**src/shared/mfbc_pkg.sv**
```systemverilog
/*
 * package for the memory field bounds checker: address widths, field
 * alignment, a carrier struct for the four field registers and the operand target code.
 * assumes a word-addressed 24-bit central memory and 64-word field alignment.
 */
package mfbc_pkg;

    // ------------------------------------------------------------
    // widths and alignment
    // ------------------------------------------------------------
    localparam int ADDR_W  = 24;   // absolute memory address
    localparam int FIELD_W = 18;   // stored base or limit bits
    localparam int ALIGN_W = 6;    // implied zero low bits
    localparam int PC_W    = 22;   // program counter high-order bits
    localparam int DATA_W  = 64;   // memory word

    localparam logic [ALIGN_W-1:0] ALIGN_ZERO = 6'h00;

    typedef logic [ADDR_W-1:0]  mfbc_addr_t;
    typedef logic [FIELD_W-1:0] mfbc_field_t;

    // ------------------------------------------------------------
    // carrier structs
    // ------------------------------------------------------------
    // field bounds of the active context block
    typedef struct packed {
        mfbc_field_t instruction_field_base;
        mfbc_field_t instruction_field_limit;
        mfbc_field_t data_field_base;
        mfbc_field_t data_field_limit;
    } mfbc_fields_s;

    // register type targeted by an operand reference
    typedef enum logic [2:0] {
        MFBC_TGT_ADDR,
        MFBC_TGT_IADDR,
        MFBC_TGT_SCALAR,
        MFBC_TGT_ISCALAR,
        MFBC_TGT_VECTOR,
        MFBC_TGT_OTHER
    } mfbc_target_e;

    // ------------------------------------------------------------
    // shared arithmetic
    // ------------------------------------------------------------
    // expand a stored field to a 24-bit address
    function automatic mfbc_addr_t field_to_addr(input mfbc_field_t f);
        return {f, ALIGN_ZERO};
    endfunction

    // relocate and wrap modulo 2^24
    function automatic mfbc_addr_t relocate(input mfbc_field_t base,
                                            input mfbc_addr_t  rel);
        return mfbc_addr_t'(field_to_addr(base) + rel);
    endfunction

endpackage

```
**src/hdl/mfbc_range_check.sv**
```systemverilog
/*
 * one relocation and bounds check: base plus relative address, then an
 * unsigned compare against base and limit. purely combinational.
 * assumes base and limit are held stable by the caller.
 */
`timescale 1ns/1ps
`default_nettype none

module mfbc_range_check
    import mfbc_pkg::*;
(
    input  wire logic [FIELD_W-1:0] base,
    input  wire logic [FIELD_W-1:0] limit,
    input  wire logic [ADDR_W-1:0]  rel_addr,
    output logic      [ADDR_W-1:0]  abs_addr,
    output logic                    in_range
);

    // ------------------------------------------------------------
    // relocation and compare
    // ------------------------------------------------------------
    // compare runs on the wrapped sum, so a jump past memory size
    // lands below base and is caught there
    always_comb begin
        abs_addr = relocate(base, rel_addr);
        in_range = (abs_addr >= field_to_addr(base)) &&
                   (abs_addr <  field_to_addr(limit));
    end

endmodule

`default_nettype wire

```
**src/hdl/mfbc_top.sv**
```systemverilog
/*
 * memory field bounds checker: relocates instruction fetches and operand
 * references, forwards them to central memory, zeroes out-of-field read
 * data, suppresses out-of-field writes and raises sticky range flags.
 * assumes the processor loads the field registers during an exchange and
 * clears the flags once the monitor has consumed them; memory answers
 * every request issued without the write strobe with one read-valid
 * pulse, in order.
 */
`timescale 1ns/1ps
`default_nettype none

module mfbc_top
    import mfbc_pkg::*;
(
    input  wire logic                CLK,
    input  wire logic                RESET,
    // field register load from the exchange sequence
    input  wire logic                FIELD_LOAD,
    input  wire mfbc_fields_s        FIELD_IN,
    output mfbc_fields_s             FIELD_OUT,
    // mode and flag control
    input  wire logic                OPERAND_RANGE_MODE,
    input  wire logic                FLAG_CLEAR,
    // instruction buffer fetch
    input  wire logic                IFETCH_REQ,
    input  wire logic [PC_W-1:0]     IFETCH_PC,
    // operand fetch or store
    input  wire logic                OPND_REQ,
    input  wire logic                OPND_WRITE,
    input  wire logic [ADDR_W-1:0]   OPND_ADDR,
    input  wire logic [DATA_W-1:0]   OPND_WDATA,
    input  wire mfbc_target_e        OPND_TARGET,
    // central memory side
    output logic                     MEM_REQ,
    output logic                     MEM_WRITE,
    output logic [ADDR_W-1:0]        MEM_ADDR,
    output logic [DATA_W-1:0]        MEM_WDATA,
    input  wire logic                MEM_RVALID,
    input  wire logic [DATA_W-1:0]   MEM_RDATA,
    // read return to the processor
    output logic                     RD_VALID,
    output logic [DATA_W-1:0]        RD_DATA,
    // flags and interrupt request
    output logic                     PROGRAM_RANGE_ERR,
    output logic                     OPERAND_RANGE_ERR,
    output logic                     REQUEST_INTERRUPT,
    output logic                     TERMINATE_PROGRAM
);

    // ------------------------------------------------------------
    // declarations
    // ------------------------------------------------------------
    localparam int PEND_DEPTH = 16;   // outstanding reads tracked
    localparam int PEND_AW    = 4;

    mfbc_fields_s      fields_r, fields_nxt;
    logic [ADDR_W-1:0] i_abs, d_abs;
    logic              i_ok, d_ok;
    logic [ADDR_W-1:0] pc_word;

    logic              mem_req_r, mem_req_nxt;
    logic              mem_write_r, mem_write_nxt;
    logic [ADDR_W-1:0] mem_addr_r, mem_addr_nxt;
    logic [DATA_W-1:0] mem_wdata_r, mem_wdata_nxt;

    logic              prog_err_r, prog_err_nxt;
    logic              opnd_err_r, opnd_err_nxt;

    logic              rd_valid_r, rd_valid_nxt;
    logic [DATA_W-1:0] rd_data_r, rd_data_nxt;

    // per read: was it out of field, so its data must be zeroed
    logic [PEND_DEPTH-1:0] bad_q_r, bad_q_nxt;
    // per entry: a suppressed store, whose return is swallowed
    logic [PEND_DEPTH-1:0] drop_q_r, drop_q_nxt;
    logic [PEND_AW-1:0]    wp_r, wp_nxt, rp_r, rp_nxt;

    logic              fetch_go, opnd_go, opnd_bad, fetch_bad;
    logic              opnd_tgt_reg;

    // ------------------------------------------------------------
    // relocation units
    // ------------------------------------------------------------
    // program counter holds the high-order bits of the word address
    assign pc_word = {IFETCH_PC, 2'h0};

    mfbc_range_check u_ichk (
        .base     (fields_r.instruction_field_base),
        .limit    (fields_r.instruction_field_limit),
        .rel_addr (pc_word),
        .abs_addr (i_abs),
        .in_range (i_ok)
    );

    mfbc_range_check u_dchk (
        .base     (fields_r.data_field_base),
        .limit    (fields_r.data_field_limit),
        .rel_addr (OPND_ADDR),
        .abs_addr (d_abs),
        .in_range (d_ok)
    );

    // ------------------------------------------------------------
    // field registers
    // ------------------------------------------------------------
    // loaded whole by the exchange, so checks never see a mixed context
    always_comb begin
        fields_nxt = fields_r;
        if (FIELD_LOAD) begin
            fields_nxt = FIELD_IN;
        end
    end

    always_ff @(posedge CLK or posedge RESET) begin
        if (RESET) begin
            fields_r <= '0;
        end else begin
            fields_r <= fields_nxt;
        end
    end

    assign FIELD_OUT = fields_r;

    // ------------------------------------------------------------
    // request arbitration and memory issue
    // ------------------------------------------------------------
    // operands win over instruction fetch when both arrive; the fetch
    // side is expected to retry, which keeps the path a single port
    always_comb begin
        opnd_go   = OPND_REQ;
        fetch_go  = IFETCH_REQ && !OPND_REQ;
        opnd_bad  = opnd_go && !d_ok;
        fetch_bad = fetch_go && !i_ok;

        mem_req_nxt   = opnd_go || fetch_go;
        mem_write_nxt = 1'b0;
        mem_addr_nxt  = mem_addr_r;
        mem_wdata_nxt = mem_wdata_r;
        if (opnd_go) begin
            mem_addr_nxt  = d_abs;
            // write still issues, but the strobe is dropped
            mem_write_nxt = OPND_WRITE && d_ok;
            mem_wdata_nxt = OPND_WDATA;
        end else if (fetch_go) begin
            mem_addr_nxt  = i_abs;
        end
    end

    always_ff @(posedge CLK or posedge RESET) begin
        if (RESET) begin
            mem_req_r   <= 1'b0;
            mem_write_r <= 1'b0;
            mem_addr_r  <= '0;
            mem_wdata_r <= '0;
        end else begin
            mem_req_r   <= mem_req_nxt;
            mem_write_r <= mem_write_nxt;
            mem_addr_r  <= mem_addr_nxt;
            mem_wdata_r <= mem_wdata_nxt;
        end
    end

    assign MEM_REQ   = mem_req_r;
    assign MEM_WRITE = mem_write_r;
    assign MEM_ADDR  = mem_addr_r;
    assign MEM_WDATA = mem_wdata_r;

    // ------------------------------------------------------------
    // outstanding read tracking and zero substitution
    // ------------------------------------------------------------
    // a small ring of bad-bits keeps returned data paired with its
    // request; more than PEND_DEPTH reads in flight would alias.
    // a suppressed store looks like a load to memory, so it takes a
    // slot too and its return never reaches the processor
    always_comb begin
        bad_q_nxt    = bad_q_r;
        drop_q_nxt   = drop_q_r;
        wp_nxt       = wp_r;
        rp_nxt       = rp_r;
        rd_valid_nxt = 1'b0;
        rd_data_nxt  = rd_data_r;
        if (mem_req_nxt && !mem_write_nxt) begin
            bad_q_nxt[wp_r]  = opnd_bad || fetch_bad;
            drop_q_nxt[wp_r] = opnd_go && OPND_WRITE;
            wp_nxt           = wp_r + 1'b1;
        end
        if (MEM_RVALID) begin
            rd_valid_nxt = !drop_q_r[rp_r];
            rd_data_nxt  = bad_q_r[rp_r] ? '0 : MEM_RDATA;
            rp_nxt       = rp_r + 1'b1;
        end
    end

    always_ff @(posedge CLK or posedge RESET) begin
        if (RESET) begin
            bad_q_r    <= '0;
            drop_q_r   <= '0;
            wp_r       <= '0;
            rp_r       <= '0;
            rd_valid_r <= 1'b0;
            rd_data_r  <= '0;
        end else begin
            bad_q_r    <= bad_q_nxt;
            drop_q_r   <= drop_q_nxt;
            wp_r       <= wp_nxt;
            rp_r       <= rp_nxt;
            rd_valid_r <= rd_valid_nxt;
            rd_data_r  <= rd_data_nxt;
        end
    end

    assign RD_VALID = rd_valid_r;
    assign RD_DATA  = rd_data_r;

    // ------------------------------------------------------------
    // range error flags
    // ------------------------------------------------------------
    // only the five register classes are watched for operand errors
    always_comb begin
        unique case (OPND_TARGET)
            MFBC_TGT_ADDR, MFBC_TGT_IADDR, MFBC_TGT_SCALAR,
            MFBC_TGT_ISCALAR, MFBC_TGT_VECTOR: opnd_tgt_reg = 1'b1;
            default:                           opnd_tgt_reg = 1'b0;
        endcase
    end

    // sticky; a new error in the clearing cycle wins over the clear
    always_comb begin
        prog_err_nxt = prog_err_r && !FLAG_CLEAR;
        opnd_err_nxt = opnd_err_r && !FLAG_CLEAR;
        if (fetch_bad) begin
            prog_err_nxt = 1'b1;
        end
        if (opnd_bad && OPERAND_RANGE_MODE && opnd_tgt_reg) begin
            opnd_err_nxt = 1'b1;
        end
    end

    always_ff @(posedge CLK or posedge RESET) begin
        if (RESET) begin
            prog_err_r <= 1'b0;
            opnd_err_r <= 1'b0;
        end else begin
            prog_err_r <= prog_err_nxt;
            opnd_err_r <= opnd_err_nxt;
        end
    end

    // ------------------------------------------------------------
    // interrupt request and termination
    // ------------------------------------------------------------
    assign PROGRAM_RANGE_ERR = prog_err_r;
    assign OPERAND_RANGE_ERR = opnd_err_r;
    assign REQUEST_INTERRUPT = prog_err_r || opnd_err_r;
    assign TERMINATE_PROGRAM = prog_err_r || opnd_err_r;

endmodule

`default_nettype wire

```
**config.mk**
```make
export PLATFORM = sky130hd
export DESIGN_NAME = mfbc_top
export DESIGN_NICKNAME = d
export VERILOG_FILES = /design/src/shared/mfbc_pkg.sv /design/src/hdl/mfbc_range_check.sv /design/src/hdl/mfbc_top.sv
export SDC_FILE = /design/constraint.sdc
export NUM_CORES = 1
export LEC_CHECK = 0
export BUFFER_PORTS_ARGS = -buffer_cell sky130_fd_sc_hd__buf_2
export CAP_MARGIN = 0
export CORE_AREA = 2 2 191 193
export CTS_CLUSTER_SIZE = 30
export DETAILED_ROUTE_END_ITERATION = 10
export DIE_AREA = 0 0 193 195
export PLACE_DENSITY = 0.76
export SLEW_MARGIN = 40
export SYNTH_ARGS = -nofsm -noshare
export SYNTH_HDL_FRONTEND = slang
export SYNTH_HIERARCHICAL = 1
export SYNTH_SLANG_ARGS = --single-unit
```
**constraint.sdc**
```tcl
create_clock -name CLK -period 12.05 [get_ports CLK]
set_input_delay 1.205 -clock CLK [delete_from_list [all_inputs] [get_ports CLK]]
set_output_delay 1.205 -clock CLK [all_outputs]
set_load 0.03 [all_outputs]
```
# Word-level counts from Yosys, hierarchy flattened
# Cells that the tools add are included.
[totals]
n_memories = 0
output_inout_bits = 231
mem_bits_rw = 0
latch_bits = 0
reg_bits = 269
mem_bits_ro = 0
[classes]
div_mod_pow = 0
mux = 16
order_cmp = 7
n_bitwise = 0
reduce_logical = 25
shift = 0
eq_ne = 4
add_sub_neg = 4
multipliers = 0
[ops]
columns = ["op", "n"]
rows = [
  ["2-to-1 mux 64 bit", 1],
  ["adder 24 bit", 2],
  [">= comparator 24 bit", 2],
  ["< comparator 24 bit", 2],
  ["2-to-1 mux 24 bit", 2],
  ["bitwise mux 16 bit", 2],
  ["logical AND 1 bit", 13],
  ["< comparator 4 x 5 -> 1 bit, second input constant", 2],
  ["adder 4 x 1 -> 4 bit, second input constant", 2],
  ["binary-select mux 1 bit (select 4 bit)", 2],
  ["2-to-1 mux 1 bit", 8],
  ["equality test 3 x 2 -> 1 bit, second input constant", 2],
  ["logical NOT 1 bit", 6],
  ["OR reduction 5 bit", 1],
  ["demux 1 bit (select 4 bit)", 1],
  [">= comparator 4 x 1 -> 1 bit, second input constant", 1],
  ["equality test 3 x 1 -> 1 bit, second input constant", 1],
  ["equality test 3 bit, second input constant", 1],
  ["logical NOT 3 bit", 1],
  ["logical OR 1 bit", 3],
  ["nonzero test 2 bit", 1],
]

# Logic depth before layout (Yosys ltp)
[depth]
ltp_word = 8
mapped_depth = 20
depth_no_buf = 19

# Cells and area by module
# Netlist, hierarchy kept.
[modules_own_cells]
columns = ["module", "n_inst", "cells_each", "area_per_inst_um2"]
rows = [
  ["mfbc_top", 1, 828, 10822.9],
  ["mfbc_range_check", 2, 245, 1744.2],
]

# Worst setup path before layout
# OpenSTA, ideal clock, no wires.
[synth_path]
kind = "input-to-reg"
from = "in OPND_ADDR[6]"
to = "reg bad_q_r[10]"
path_buffers = 1
required_ns = 11.925
path_slack_ns = 6.917
stages = 20
setup_ns = 0.125
arrival_ns = 5.008
path_cell_list = "ha_1 fa_1 a211oi_2 o211ai_2 a211o_1 a31o_1 a21oi_2 xnor2_1 ha_1 a21o_1 a21o_1 a21oi_1 o21ai_0 a21oi_1 a211oi_1 and3_1 clkbuf_1 nor4b_1 nand2_1 mux2_2"
[synth_via]
elab_chain_len = 7
elab_cells_between_ends = 12
cone_classes = "1 x add/sub; 2 x order compare; 2 x mux; 7 x reduce/logical"
[synth_lines]
columns = ["item", "line", "rtl"]
rows = [
  ["from (decl)", "mfbc_top.sv:31", "input wire logic [ADDR_W-1:0] OPND_ADDR,"],
  ["adder 24 bit (*)", "mfbc_pkg.sv:54", "return mfbc_addr_t'(field_to_addr(base) + rel);"],
  ["net d_abs[20]", "mfbc_top.sv:58", "logic [ADDR_W-1:0] i_abs, d_abs;"],
  [">= comparator 24 bit or < comparator 24 bit (tied branches)", "mfbc_range_check.sv:26, mfbc_range_check.sv:27", ""],
  ["logical AND 1 bit (*)", "mfbc_range_check.sv:26", "in_range = (abs_addr >= field_to_addr(base)) &&"],
  ["net d_ok", "mfbc_top.sv:59", "logic i_ok, d_ok;"],
  ["logical AND 1 bit (*)", "mfbc_top.sv:143", "mem_write_nxt = OPND_WRITE && d_ok;"],
  ["2-to-1 mux 1 bit (*)", "mfbc_top.sv:140", "if (opnd_go) begin"],
  ["net mem_write_nxt", "mfbc_top.sv:63", "logic mem_write_r, mem_write_nxt;"],
  ["logical NOT 1 bit (*)", "mfbc_top.sv:183", "if (mem_req_nxt && !mem_write_nxt) begin"],
  ["logical AND 1 bit (*)", "mfbc_top.sv:183", ""],
  ["to (signal assigned)", "mfbc_top.sv:204", "bad_q_r <= bad_q_nxt;"],
  ["to (decl)", "mfbc_top.sv:74", "logic [PEND_DEPTH-1:0] bad_q_r, bad_q_nxt;"],
]
# Mark *: on every way through the listed nets, which the timed path passes. The rest lies on a longest branch.
# A chain may end at the register's enable or synchronous reset.

# Worst setup path in the final report
[layout_path]
from = "in OPND_ADDR[6]"
to = "reg bad_q_r[7]"
[layout_via]
elab_chain_len = 7
elab_cells_between_ends = 12
cone_classes = "1 x add/sub; 2 x order compare; 2 x mux; 7 x reduce/logical"
[layout_lines]
columns = ["item", "line"]
rows = [
  ["adder 24 bit (*)", "mfbc_pkg.sv:54"],
  ["net d_abs[20]", "mfbc_top.sv:58"],
  [">= comparator 24 bit or < comparator 24 bit (tied branches)", "mfbc_range_check.sv:26, mfbc_range_check.sv:27"],
  ["logical AND 1 bit (*)", "mfbc_range_check.sv:26"],
  ["net d_ok", "mfbc_top.sv:59"],
  ["logical AND 1 bit or logical NOT 1 bit (tied branches)", "mfbc_top.sv:143, mfbc_top.sv:133"],
  ["2-to-1 mux 1 bit or logical AND 1 bit (tied branches)", "mfbc_top.sv:140, mfbc_top.sv:133"],
  ["logical NOT 1 bit or logical OR 1 bit (tied branches)", "mfbc_top.sv:183, mfbc_top.sv:184"],
  ["logical AND 1 bit or bitwise mux 16 bit (tied branches)", "mfbc_top.sv:183, mfbc_top.sv:184"],
]
# Marked as above.

==> results.py <==
metrics = {
    "grt": {
        "gr-total-overflow": 0,
        "grt_util_all_layers": 0.227,
        "grt_pass1_vias": 12056,
        "grt_pass1_wl_mm": 66.4,
        "grt_max_degree": 95,
        "grt_antenna_before_repair": 8,
    },
    "drt": {
        "routed-via-count": 11709,
        "final_antenna_net_count": 0,
        "wl_met3_mm": 3.54,
        "drtIter0Drc": 478,
        "wl_per_cell_um": 19.4,
        "routed_wl_mm": 44.1,
        "routedLengthMet1_mm": 16.8,
        "top_layer_used": "met5",
        "drc": 0,
        "drt-pass1-iter-count": 5,
        "via_per_inst": 5.15,
        "wl_met2_mm": 22.1,
    },
    "power_and_ir_drop": {
        "p_clk_frac": 0.246,
        "seqPwrFrac": 0.355,
        "p_sw_mw": 1.45,
        "sw_frac_of_total": 0.398,
        "vdd_drop_max_mv": 0.158,
        "power_frac_comb": 0.399,
        "p_leak_nw": 9.38,
        "intPower_mw": 2.20,
        "power.total_mw": 3.65,
        "power_density_nw_per_um2": 202,
    },
    "floorplanning": {
        "die_w_um": 193,
        "dieArea_um2": 37600,
        "fp-row-count": 69,
        "fp.dieH_um": 195,
        "ios": 489,
        "start_util": 0.404,
        "design.core.area_um2": 35400,
    },
    "sta": {
        "setup_viol": 0,
        "maxSlewViolCount": 0,
        "hold_violations": 0,
        "slew_headroom": 0.498,
        "worst_pin_slew_ps": 753,
        "post-route-period-util": 0.436,
        "finalSetupTns_ps": 0,
        "rsz0062_at_grt": "no",
        "finalWorstSetupSlack_ps": 6790,
        "timing.hold.ws_ps": 501,
        "clock_skew_ps": 8.99,
        "max_freq_mhz": 190,
        "fin_crit_ps": 5260,
    },
    "setup_path": {
        "worstPathArrival_ps": 5700,
        "crit_path_max_fanout": 5,
        "start_kind": "input port",
        "crit_required_ps": 12490,
        "setup.worst_path.class": "input port to flop",
        "rrSetupSlack_ps": 7030,
        "end_kind": "flop",
    },
    "cts": {
        "cts_buffers": 29,
        "cts_root_buffer": "clkbuf_16",
        "cts_tree": "done",
        "cts.sinks": 269,
        "cts_resized": 0,
        "htree_levels": 1,
        "clkTransAtPathRegs_ps": 60,
        "clk_latency_ps": 560,
        "cts.path.max_buffers": 3,
        "cts_setup_buffers": 0,
        "ctsHoldBuffers": 0,
    },
    "yosys": {
        "syn_avg_cell_area_um2": 10.9,
        "ys_seq_area_frac": 0.470,
        "synth_edf_count": 0,
        "async_flop_share": 1.00,
        "synth-main-ff-cell": "dfrtp_1",
        "netlist_instances": 1318,
        "synth_cell_type_count": 53,
        "ys_warn_count": 6,
        "synth_seq_cells": 269,
        "syn_area_um2": 14300,
    },
    "placement": {
        "portBuffers": 488,
        "dpl.cell_count": 2214,
        "place_ws_ps": 6250,
        "placement.cell_area_um2": 17100,
        "dp_hpwl_mm": 34.5,
        "routabilityCongestion": 0.881,
    },
    "finish": {
        "fin_cells": 2273,
        "area_delta_synth_final_pct": 26.3,
        "drive_above_1_share": 0.406,
        "fillers": 3173,
        "nNetsFinal": 2151,
        "post-route-util": 0.511,
        "post-route-cell-area_um2": 18100,
    },
    "outcome": {
        "status": "complete, no violations",
    },
    "flow_run": {
        "drv_cap": 0,
    },
    "worst_hold_path": {
        "hold_path.class": "flop to flop",
    },
}
==> state kept, by name, indices dropped and copies added (netlist names) <==
register / cells
drop_q_r: 16
FIELD_OUT: 72
MEM_REQ: 1
OPERAND_RANGE_ERR: 1
bad_q_r: 16
MEM_WDATA: 64
MEM_ADDR: 24
PROGRAM_RANGE_ERR: 1
wp_r: 4
RD_DATA: 64
RD_VALID: 1
MEM_WRITE: 1
rp_r: 4
==> critical path: stages <==
cell      delay [ps]
buf_2            100
ha_1             210
fa_1             460
a211oi_2         310
o211ai_2         170
a211o_1          300
a31o_1           220
a21oi_2          140
xnor2_1          130
ha_1             220
a21o_1           170
a21o_1           170
a21oi_1          140
o21ai_0          100
a21oi_1          140
a211oi_1         140
and3_1           280
nor4b_1          610
nand2_1          200
mux2_2           300
==> cells in the mapped netlist (all sizes together) (3+ instances only) <==
master / count / area share
nor4: 5 / 0.0022
a211oi: 12 / 0.0070
nand4: 21 / 0.0092
ha: 107 / 0.094
nor2: 37 / 0.0097
nand3b: 3 / 0.0016
o22ai: 64 / 0.028
o21ai: 63 / 0.023
dfrtp: 269 / 0.47
a31oi: 4 / 0.0017
nand3: 6 / 0.0021
o211ai: 10 / 0.0059
a21o: 16 / 0.0087
o21a: 4 / 0.0021
a21oi: 64 / 0.023
nand2: 64 / 0.017
nor4b: 4 / 0.0024
nor3: 8 / 0.0028
buf: 25 / 0.014
inv: 211 / 0.055
xor2: 11 / 0.0067
nand2b: 6 / 0.0026
mux2: 169 / 0.13
mux2i: 34 / 0.024
xnor2: 23 / 0.014
clkbuf: 39 / 0.010
nor2b: 5 / 0.0022
mux4: 6 / 0.0094
==> final timing paths <==
path | start | end | cells past startpoint
worst min register to register | drop_q_r[7]$_DFFE_PP0P_ | drop_q_r[7]$_DFFE_PP0P_ | 1
min in group asynchronous | RESET | MEM_WDATA[19]$_DFFE_PP0P_ | 2
max in group asynchronous | RESET | rp_r[2]$_DFFE_PP0P_ | 4
worst max-delay path | OPND_ADDR[6] | bad_q_r[7]$_DFFE_PP0P_ | 20
worst min-delay path | drop_q_r[7]$_DFFE_PP0P_ | drop_q_r[7]$_DFFE_PP0P_ | 1
worst max register to register | FIELD_OUT[18]$_DFFE_PP0P_ | bad_q_r[7]$_DFFE_PP0P_ | 19
==> area by class of cell <==
| class | instances | area (µm²) | area share |
|---|---|---|---|
| Timing Repair Buffer | 496 | 2540 | 0.141 |
| Sequential cell | 269 | 6730 | 0.372 |
| Multi-Input combinational cell | 777 | 6450 | 0.357 |
| Tap cell | 461 | 577 | 0.0319 |
| Antenna cell | 5 | 12.5 | 0.000692 |
| Clock buffer | 44 | 852 | 0.0472 |
| Inverter | 211 | 800 | 0.0442 |
| Clock inverter | 10 | 110 | 0.00609 |
==> power by group through the flow <==
stage | Combinational [mW] | Clock [mW] | Sequential, mW
floorplan | 0.762 | 0 | 1.56
global placement | 1.41 | 0 | 1.30
detailed placement | 1.45 | 0 | 1.31
CTS | 1.46 | 0.916 | 1.30
global route | 1.59 | 0.956 | 1.32
finish | 1.46 | 0.897 | 1.30
==> placed cells by master, fill, tap and decap left out, types with 5 or more instances in the layout <==
cell       synthesis  final
buf_4             14      5
o22ai_1           64     64
o21ai_0           59     59
inv_1            211    210
clkbuf_1          39      8
xor2_1            11     11
clkinv_2           0      5
nand4_1           21     21
a211oi_1          10     10
o211ai_1           8      8
mux2i_1           34     34
mux4_2             6      6
nor4_1             5      5
buf_2              3    486
mux2_2           169    169
a21o_1            12     12
nand3_1            6      6
nor2_1            37     37
xnor2_1           23     23
nor3_1             8      8
dfrtp_1          269    269
diode_2            0      5
a21oi_1           62     62
nor2b_1            5      5
clkbuf_8           0      7
ha_1             107    107
clkbuf_16          0     29
nand2_1           64     64
nand2b_1           6      6
==> metal layers <==
metal  global-route usage  up-vias
met5                    0        -
li1                     -     5486
met2                0.402      477
met4               0.0845        6
met1                0.257     5636
met3               0.0645      104
==> cells by family (layout without fill, tap and decap cells) <==
logic type               Yosys count  in the layout  share of synthesized area
adder cells (fa/ha/maj)          109            109                     0.0963
AO/OA/AOI/OAI                    254            254                      0.111
XOR/XNOR                          34             34                     0.0208
multiplexers                     209            209                      0.166
AND/OR/NAND/NOR                  167            167                     0.0554
flip-flops                       269            269                      0.470
buffers and inverters            275            761                     0.0800
other                              1              9                   0.000262
Note: power is estimated with default switching activity, not from simulation.
